--- config.mk ---
export PLATFORM = sky130hd
export DESIGN_NAME = ebss_top
export DESIGN_NICKNAME = d
export VERILOG_FILES = /design/src/ebss_pkg.sv /design/src/ebss_top.sv
export SDC_FILE = /design/constraint.sdc
export NUM_CORES = 1
export LEC_CHECK = 0
export BUFFER_PORTS_ARGS = -buffer_cell sky130_fd_sc_hd__buf_2
export CORE_UTILIZATION = 49
export DETAILED_ROUTE_END_ITERATION = 16
export PLACE_DENSITY = 0.82
export SLEW_MARGIN = 0
export SYNTH_ARGS = -nofsm -noshare
export SYNTH_HDL_FRONTEND = slang
export SYNTH_SLANG_ARGS = --single-unit
--- constraint.sdc ---
create_clock -name clock -period 2.6 [get_ports clock]
set_input_delay 0.26 -clock clock [delete_from_list [all_inputs] [get_ports clock]]
set_output_delay 0.26 -clock clock [all_outputs]
set_load 0.005 [all_outputs]
--- src/ebss_pkg.sv ---
// Constants and types for the external bus strobe select block
package ebss_pkg;
	localparam logic [7:0] WAIT_CONTROL_ADDR  = 8'ha7;
	localparam logic [7:0] BUS_STATUS_ADDR    = 8'ha8;
	localparam logic [7:0] WAIT_CONTROL_RESET = 8'h00;
	localparam int         REALTIME_WAIT_BIT  = 0;
	localparam int         WCE_BIT            = 1;
	localparam int         ST_BUSY_BIT        = 0;
	localparam int         ST_WAITING_BIT     = 1;
	localparam int         ST_MSEL_LSB        = 2;
	localparam int         ST_PAGE_BIT        = 4;
	localparam int         MSEL_LSB           = 2;
	localparam int         PAGE_BIT           = 5;
	localparam logic [1:0] MSEL_256K          = 2'h0;
	localparam logic [1:0] MSEL_128K          = 2'h1;
	localparam logic [1:0] MSEL_64K           = 2'h2;
	localparam logic [1:0] MSEL_LEGACY        = 2'h3;
	localparam logic [1:0] MSEL_RESET         = 2'h0;
	localparam logic [23:0] DATA_SPACE_TOP    = 24'h7fffff;
	localparam int         ADDR_BITS          = 24;
	localparam int         DATA_BITS          = 8;
	localparam int         A16_BIT            = 16;
	localparam int         A17_BIT            = 17;

	typedef enum logic [3:0] {
		ST_IDLE   = 4'h1,
		ST_ADDR   = 4'h2,
		ST_STROBE = 4'h4,
		ST_HOLD   = 4'h8
	} ebss_state_t;

	typedef enum logic [1:0] {
		KIND_FETCH = 2'h0,
		KIND_READ  = 2'h1,
		KIND_WRITE = 2'h2
	} ebss_kind_t;
endpackage

--- src/ebss_top.sv ---
// External bus cycle engine with memory select decode and real-time wait
//
// Local design decision: the plain strobed port.
`timescale 1ns/1ps
module ebss_top (
	input  wire logic        clock,
	input  wire logic        rst_n,
	input  wire logic [7:0]  user_config_byte0,
	input  wire logic [7:0]  reg_addr,
	input  wire logic [7:0]  reg_wdata,
	input  wire logic        reg_wr,
	input  wire logic        reg_rd,
	output logic      [7:0]  reg_rdata,
	input  wire logic        req_valid,
	output logic             req_ready,
	input  wire logic [1:0]  req_kind,
	input  wire logic        req_legacy,
	input  wire logic [23:0] req_addr,
	input  wire logic [7:0]  req_wdata,
	output logic             req_done,
	output logic      [7:0]  req_rdata,
	output logic             addr_latch,
	output logic             program_read_strobe_n,
	output logic             write_strobe_n,
	output logic      [7:0]  port0_out,
	output logic             port0_oe_n,
	input  wire logic [7:0]  port0_in,
	output logic      [7:0]  port2_out,
	output logic             port2_oe_n,
	input  wire logic [7:0]  port2_in,
	input  wire logic        wait_in_n,
	input  wire logic        p17_gpio_out,
	input  wire logic        p17_gpio_oe_n,
	output logic             p17_out,
	output logic             p17_oe_n,
	input  wire logic        p37_gpio_out,
	input  wire logic        p37_gpio_oe_n,
	output logic             p37_out,
	output logic             p37_oe_n
);
	ebss_pkg::ebss_state_t state;
	ebss_pkg::ebss_state_t next_state;
	logic [7:0]  wait_control;
	logic [1:0]  memory_select_bits;
	logic        page_mode;
	logic [23:0] cyc_addr;
	logic [7:0]  cyc_wdata;
	logic [1:0]  cyc_kind;
	logic        cyc_legacy;
	logic        wait_clock;
	logic        realtime_wait_enable;
	logic        wait_clock_enable;
	logic        in_cycle;
	logic        stall;
	logic        is_write;
	logic        is_read;
	logic        low_space;
	logic        use_data_strobe;
	logic        write_in_scope;

	assign realtime_wait_enable = wait_control[ebss_pkg::REALTIME_WAIT_BIT];
	assign wait_clock_enable    = wait_control[ebss_pkg::WCE_BIT];
	assign in_cycle  = (state != ebss_pkg::ST_IDLE);
	assign is_write  = (cyc_kind == ebss_pkg::KIND_WRITE);
	assign is_read   = !is_write;
	assign low_space = (cyc_addr <= ebss_pkg::DATA_SPACE_TOP);
	// Wait pin is ignored unless enabled, so a floating pin cannot hang the bus
	assign stall = realtime_wait_enable && !wait_in_n;
	assign use_data_strobe = (memory_select_bits == ebss_pkg::MSEL_LEGACY) && low_space;
	assign write_in_scope = (memory_select_bits != ebss_pkg::MSEL_LEGACY) || cyc_legacy;

	// Select bits are a strap: caught while reset is held
	always_ff @(posedge clock) begin
		if (!rst_n) begin
			memory_select_bits <= user_config_byte0[ebss_pkg::MSEL_LSB +: 2];
			page_mode          <= user_config_byte0[ebss_pkg::PAGE_BIT];
		end
	end

	always_ff @(posedge clock) begin
		if (!rst_n) begin
			wait_control <= ebss_pkg::WAIT_CONTROL_RESET;
		end else if (reg_wr && reg_addr == ebss_pkg::WAIT_CONTROL_ADDR) begin
			wait_control <= {6'h00, reg_wdata[1:0]};
		end
	end

	// Read data stands only in the cycle after the strobe
	always_ff @(posedge clock) begin
		if (!rst_n) begin
			reg_rdata <= 8'h00;
		end else if (reg_rd && reg_addr == ebss_pkg::WAIT_CONTROL_ADDR) begin
			reg_rdata <= wait_control;
		end else if (reg_rd && reg_addr == ebss_pkg::BUS_STATUS_ADDR) begin
			reg_rdata <= {3'h0, page_mode, memory_select_bits,
				(state == ebss_pkg::ST_STROBE) && stall, in_cycle};
		end else begin
			reg_rdata <= 8'h00;
		end
	end

	// Free-running divider; toggles every rising oscillator edge
	always_ff @(posedge clock) begin
		if (!rst_n) begin
			wait_clock <= 1'b0;
		end else begin
			wait_clock <= !wait_clock;
		end
	end

	always_comb begin
		next_state = state;
		unique case (state)
			ebss_pkg::ST_IDLE: begin
				if (req_valid) begin
					next_state = ebss_pkg::ST_ADDR;
				end
			end
			ebss_pkg::ST_ADDR: begin
				next_state = ebss_pkg::ST_STROBE;
			end
			ebss_pkg::ST_STROBE: begin
				if (!stall) begin
					next_state = ebss_pkg::ST_HOLD;
				end
			end
			ebss_pkg::ST_HOLD: begin
				next_state = ebss_pkg::ST_IDLE;
			end
			default: begin
				next_state = ebss_pkg::ST_IDLE;
			end
		endcase
	end

	always_ff @(posedge clock) begin
		if (!rst_n) begin
			state <= ebss_pkg::ST_IDLE;
		end else begin
			state <= next_state;
		end
	end

	always_ff @(posedge clock) begin
		if (!rst_n) begin
			cyc_addr   <= 24'h000000;
			cyc_wdata  <= 8'h00;
			cyc_kind   <= ebss_pkg::KIND_FETCH;
			cyc_legacy <= 1'b0;
		end else if (req_valid && req_ready) begin
			cyc_addr   <= req_addr;
			cyc_wdata  <= req_wdata;
			cyc_kind   <= req_kind;
			cyc_legacy <= req_legacy;
		end
	end

	// Read data is captured at the strobe's closing edge
	always_ff @(posedge clock) begin
		if (!rst_n) begin
			req_rdata <= 8'h00;
		end else if (state == ebss_pkg::ST_STROBE && !stall && is_read) begin
			req_rdata <= page_mode ? port2_in : port0_in;
		end
	end

	assign req_ready  = (state == ebss_pkg::ST_IDLE);
	assign req_done   = (state == ebss_pkg::ST_HOLD);
	assign addr_latch = (state == ebss_pkg::ST_ADDR);

	always_comb begin
		program_read_strobe_n = 1'b1;
		write_strobe_n        = 1'b1;
		if (state == ebss_pkg::ST_STROBE) begin
			if (is_read && !use_data_strobe) begin
				program_read_strobe_n = 1'b0;
			end
			if (is_write && write_in_scope) begin
				write_strobe_n = 1'b0;
			end
		end
	end

	// Port 0 and port 2: multiplexed or page-mode layout
	always_comb begin
		port0_out  = cyc_addr[7:0];
		port0_oe_n = 1'b1;
		port2_out  = cyc_addr[15:8];
		port2_oe_n = 1'b1;
		if (in_cycle) begin
			if (page_mode) begin
				port0_oe_n = 1'b0;
				port2_oe_n = 1'b0;
				if (state != ebss_pkg::ST_ADDR) begin
					port2_out  = cyc_wdata;
					port2_oe_n = !is_write;
				end
			end else begin
				port2_oe_n = 1'b0;
				port0_oe_n = 1'b0;
				if (state != ebss_pkg::ST_ADDR) begin
					port0_out  = cyc_wdata;
					port0_oe_n = !is_write;
				end
			end
		end
	end

	// Pin 1.7: A17 outranks the wait clock, which outranks the port latch
	always_comb begin
		p17_out  = p17_gpio_out;
		p17_oe_n = p17_gpio_oe_n;
		if (memory_select_bits == ebss_pkg::MSEL_256K) begin
			p17_out  = cyc_addr[ebss_pkg::A17_BIT];
			p17_oe_n = 1'b0;
		end else if (wait_clock_enable) begin
			p17_out  = wait_clock;
			p17_oe_n = 1'b0;
		end
	end

	// Pin 3.7: A16, data read strobe, or plain port pin
	always_comb begin
		p37_out  = p37_gpio_out;
		p37_oe_n = p37_gpio_oe_n;
		unique case (memory_select_bits)
			ebss_pkg::MSEL_256K, ebss_pkg::MSEL_128K: begin
				p37_out  = cyc_addr[ebss_pkg::A16_BIT];
				p37_oe_n = 1'b0;
			end
			ebss_pkg::MSEL_64K: begin
				p37_out  = p37_gpio_out;
				p37_oe_n = p37_gpio_oe_n;
			end
			ebss_pkg::MSEL_LEGACY: begin
				p37_out  = !(state == ebss_pkg::ST_STROBE && is_read && use_data_strobe);
				p37_oe_n = 1'b0;
			end
		endcase
	end
endmodule
==> run summary <==
VDD sags by at most 0.340 mV. The first routing iteration left 83 violations. Number of pins with negative max-slew slack in the final report: 0. The count of state elements after synthesis was 53. The die covers 5610 µm². The I/O pin total is 128. Yosys attributes the largest share of cell area to sky130_fd_sc_hd__dfxtp_1 38%, sky130_fd_sc_hd__mux2_2 10%, sky130_fd_sc_hd__a21oi_1 6.3%. The via count is 2405. Type of the worst setup path: reg2out.

The reported leakage power is 1.45 nW. The clock tree synthesis step divided the H-tree into 2 levels. The sequential group share of total power is 0.538.

The core region is 5110 µm². Routability-driven placement finished with a final weighted congestion of 0.807. Setup total negative slack on the finished layout was measured at 0 ns.

In the final design database the tool counted 467 nets. Traced cell by cell, the critical path runs through xor2_1 -> a21oi_2 -> mux2_2 -> buf_2. Across all hold checks on the routed design, the worst slack comes to 0.133 ns. The hold violation count in the final report was 0; the pin slew with the least headroom to its limit was 0.763 ns. Overall power consumption after layout is estimated at 1.65 mW.

In the final layout, the multi-input gates occupy 1310 µm². Share of the synthesized area in the top cell type: 0.385. The run gives 0.282 as the clock share of power.

Measured along the y axis, the die boundary spans 74.9 µm. The area of the mapped netlist is 2600 µm². The starting density of the core is 0.510. The logs give 0.443 mW for the net switching power and 0 for the final routed DRC violation total.

In the synthesized netlist, the number of instances is 291. The number of placement rows was 26; the part of the Yosys area used for sequential elements was 0.419. The worst min-delay path class is in2reg. After detailed routing, no signal wire sits above met4. The share of synthesized registers carrying an async set or reset came out at 0.

In this run the tool buffered the top-level ports with 108 buffer cells. Cell with the biggest individual delay on the critical path: sky130_fd_sc_hd__dfxtp_1. The tool flagged a number of max-cap violations equal to 0. The aggregate global-route resource usage came out at 0.215. The CTS clock-pin slew for the worst setup and hold paths was 0.09 ns.

The later pin in the worst-skew pair is clocked with a latency of 0.30 ns. The tools report the summed area of non-filler cells in the final layout as 3170 µm². The routed length on met1 is 2720 µm, and the number of buffers inserted by post-CTS setup repair is 0. The flow ran to the end, and the final reports show no timing, DRC or antenna violations. The count of endpoints failing setup in the final report is 0, and the clock period minus final worst setup slack is 2.32 ns.

The worst slew margin relative to its limit came out at 0.491. The biggest area contributor in the post-synthesis netlist is sky130_fd_sc_hd__dfxtp_1. In the synthesized netlist the dominant register cell turns out to be sky130_fd_sc_hd__dfxtp_1. For the number of global-route vias before repair, the log shows 2135.

0 antenna diodes ended up in the layout. Critical path buffer and inverter count: 1. Compared with the post-synthesis result, the final layout area differs by 21.6%. The post-synthesis area per instance was 8.94 µm²; the number of fillers in the final layout was 464. The internal portion of the total power is 1.21 mW.

Along the worst path, the maximum fanout reaches 10. The number of antenna violations at the first check in global routing was 0; the count of flip-flops with a built-in enable after synthesis was 3. The die is 74.9 µm wide. Switching share of power: 0.268. Derived from the worst setup path, the maximum achievable clock frequency is 432 MHz.

CTS saw 53 sinks. Data arrives at the worst endpoint at 2.06 ns. The netlist uses 46 different library cells.

The number of gates resized after CTS was 0. Dividing the detail-routed via count by the number of cells gives 5.31. The share of final-layout standard cells stronger than drive strength 1 was 0.397.

The remaining number of nets flagged by the antenna check after routing was 0. Setup repair after global routing left no endpoint under its margin. For the combinational group share of total power, the log shows 0.180. On the worst path, the slowest cell contributes a delay of 0.57 ns. The area taken by flip-flops and latches was 1090 µm². The run gives 3070 µm² as the post-placement cell area. Entering global routing, the biggest net connects 33 pins. The number of detailed-route iterations in the first pass was 4.

During synthesis, Yosys emitted a total of 0 warnings. TritonCTS created 5 clock buffers. For this block, the routed nets add up to 6030 µm of wire. The overall overflow remaining after global route is 0. The worst endpoint required time is 2.34 ns, and the largest clock skew in the final design is 0.00582 ns.

For the post-layout utilization of the core, the log shows 0.620. Clock tree synthesis selected as its root buffer the cell sky130_fd_sc_hd__clkbuf_8. Detail-routed net length per standard cell: 13.3 µm. TritonCTS built the clock tree. The first global-routing pass estimated 9250 µm of wire.

The tools report the number of hold buffers added after CTS as 0. On the critical path the largest part of the delay comes from flip-flops. The routed wire length on met2 is 2780 µm. For the total length of routed met3 wires, the log shows 483 µm. The final worst-path cycle share was 0.891. STA classifies the critical path endpoint as an output port.

For the buffer levels on the longest clock path, the log shows 2. Once detailed placement completed, the half-perimeter wirelength came to 4220 µm. Dividing total power by cell area gives a power density of 523 nW/µm². The worst setup path is launched from a flop.
layout make-up:
class,instances,share of cell area
tap,70,0.0277
clock inverter,2,0.00277
sequential,53,0.345
clock buffer,6,0.0261
multi-input combinational,205,0.412
timing repair buffer,112,0.180
inverter,5,0.00632
Yosys cell counts (3+ instances only):
library cell,instances
sky130_fd_sc_hd__nand2b_1,3
sky130_fd_sc_hd__buf_1,4
sky130_fd_sc_hd__nor2_1,9
sky130_fd_sc_hd__buf_2,5
sky130_fd_sc_hd__dfxtp_1,50
sky130_fd_sc_hd__buf_6,8
sky130_fd_sc_hd__buf_4,4
sky130_fd_sc_hd__edfxtp_1,3
sky130_fd_sc_hd__clkbuf_1,9
sky130_fd_sc_hd__nand2_1,23
sky130_fd_sc_hd__mux2_2,24
sky130_fd_sc_hd__o21ai_0,6
sky130_fd_sc_hd__nor2b_1,3
sky130_fd_sc_hd__inv_1,3
sky130_fd_sc_hd__o21ai_1,27
sky130_fd_sc_hd__mux2i_1,11
sky130_fd_sc_hd__and2_1,3
sky130_fd_sc_hd__nand3_1,32
sky130_fd_sc_hd__a21oi_1,33
registers in the layout, indices dropped and copies added (netlist names):
signal / cells
cyc_wdata: 8
cyc_legacy: 1
req_rdata: 8
reg_rdata: 5
wait_control: 2
page_mode: 1
cyc_kind: 2
cyc_addr: 19
memory_select_bits: 2
wait_clock: 1
state: 4
cells in the final DEF, fill, tap and decap left out, drive strengths merged, types with 2 or more instances in the layout:
master and count:
edfxtp 3, dfxtp 50, nand3 33, clkbuf 6, nor2 9, a21oi 34
conb 3, nand2 23, nor4b 3, mux2i 11, nand2b 3, and4b 2
clkinv 3, a31oi 2, nor2b 3, mux2 24, buf 112, and2 3
nor3 2, o21ai 33, inv 4
per-layer routing:
layer / vias up / GRT usage
met5: - / 0
met4: 0 / 0.0650
met3: 4 / 0.0669
met2: 100 / 0.380
met1: 1096 / 0.249
li1: 1205 / -
cell families (layout without fill, tap and decap cells):
logic type / after synthesis / in the layout / synth area share
AND/OR/NAND/NOR: 90 / 90 / 0.189
AO/OA/AOI/OAI: 75 / 75 / 0.155
flip-flops: 53 / 53 / 0.419
multiplexers: 35 / 35 / 0.146
buffers and inverters: 35 / 125 / 0.0822
XOR/XNOR: 2 / 2 / 0.00673
other: 1 / 3 / 0.00144
per-stage QoR:
stage | cells | worst slack (ns)
after CTS | 453 | 0.287
after floorplan | 293 | 1.03
after global placement | 445 | 0.661
after global routing | 453 | 0.228
final | 453 | 0.283
after detailed placement | 445 | 0.626
power by group through the flow:
stage | registers (mW) | logic [mW] | clock network, mW
floorplan | 0.892 | 0.226 | 0
global placement | 0.907 | 0.291 | 0
detailed placement | 0.910 | 0.297 | 0
CTS | 0.890 | 0.298 | 0.481
global route | 0.896 | 0.331 | 0.509
finish | 0.890 | 0.297 | 0.467
final timing paths:
| check | start | to | slack (ns) | depth (start not counted) |
|---|---|---|---|---|
| worst max-delay path | state[1] | port0_out[2] | 0.28 | 4 |
| worst min-delay path | user_config_byte0[3] | memory_select_bits[1] | 0.13 | 1 |
| worst max register to register | state[0] | cyc_wdata[1] | 0.79 | 4 |
| worst min register to register | wait_clock | wait_clock | 0.43 | 1 |
worst register-to-register path: cells and delay by family, from the launching register on:
family / cells / cell delay [ns]
flip-flops: 1 / 0.56
AND/OR/NAND/NOR: 1 / 0.52
buffers and inverters: 1 / 0.26
AO/OA/AOI/OAI: 2 / 0.33
(Power assumes the default switching activity.)
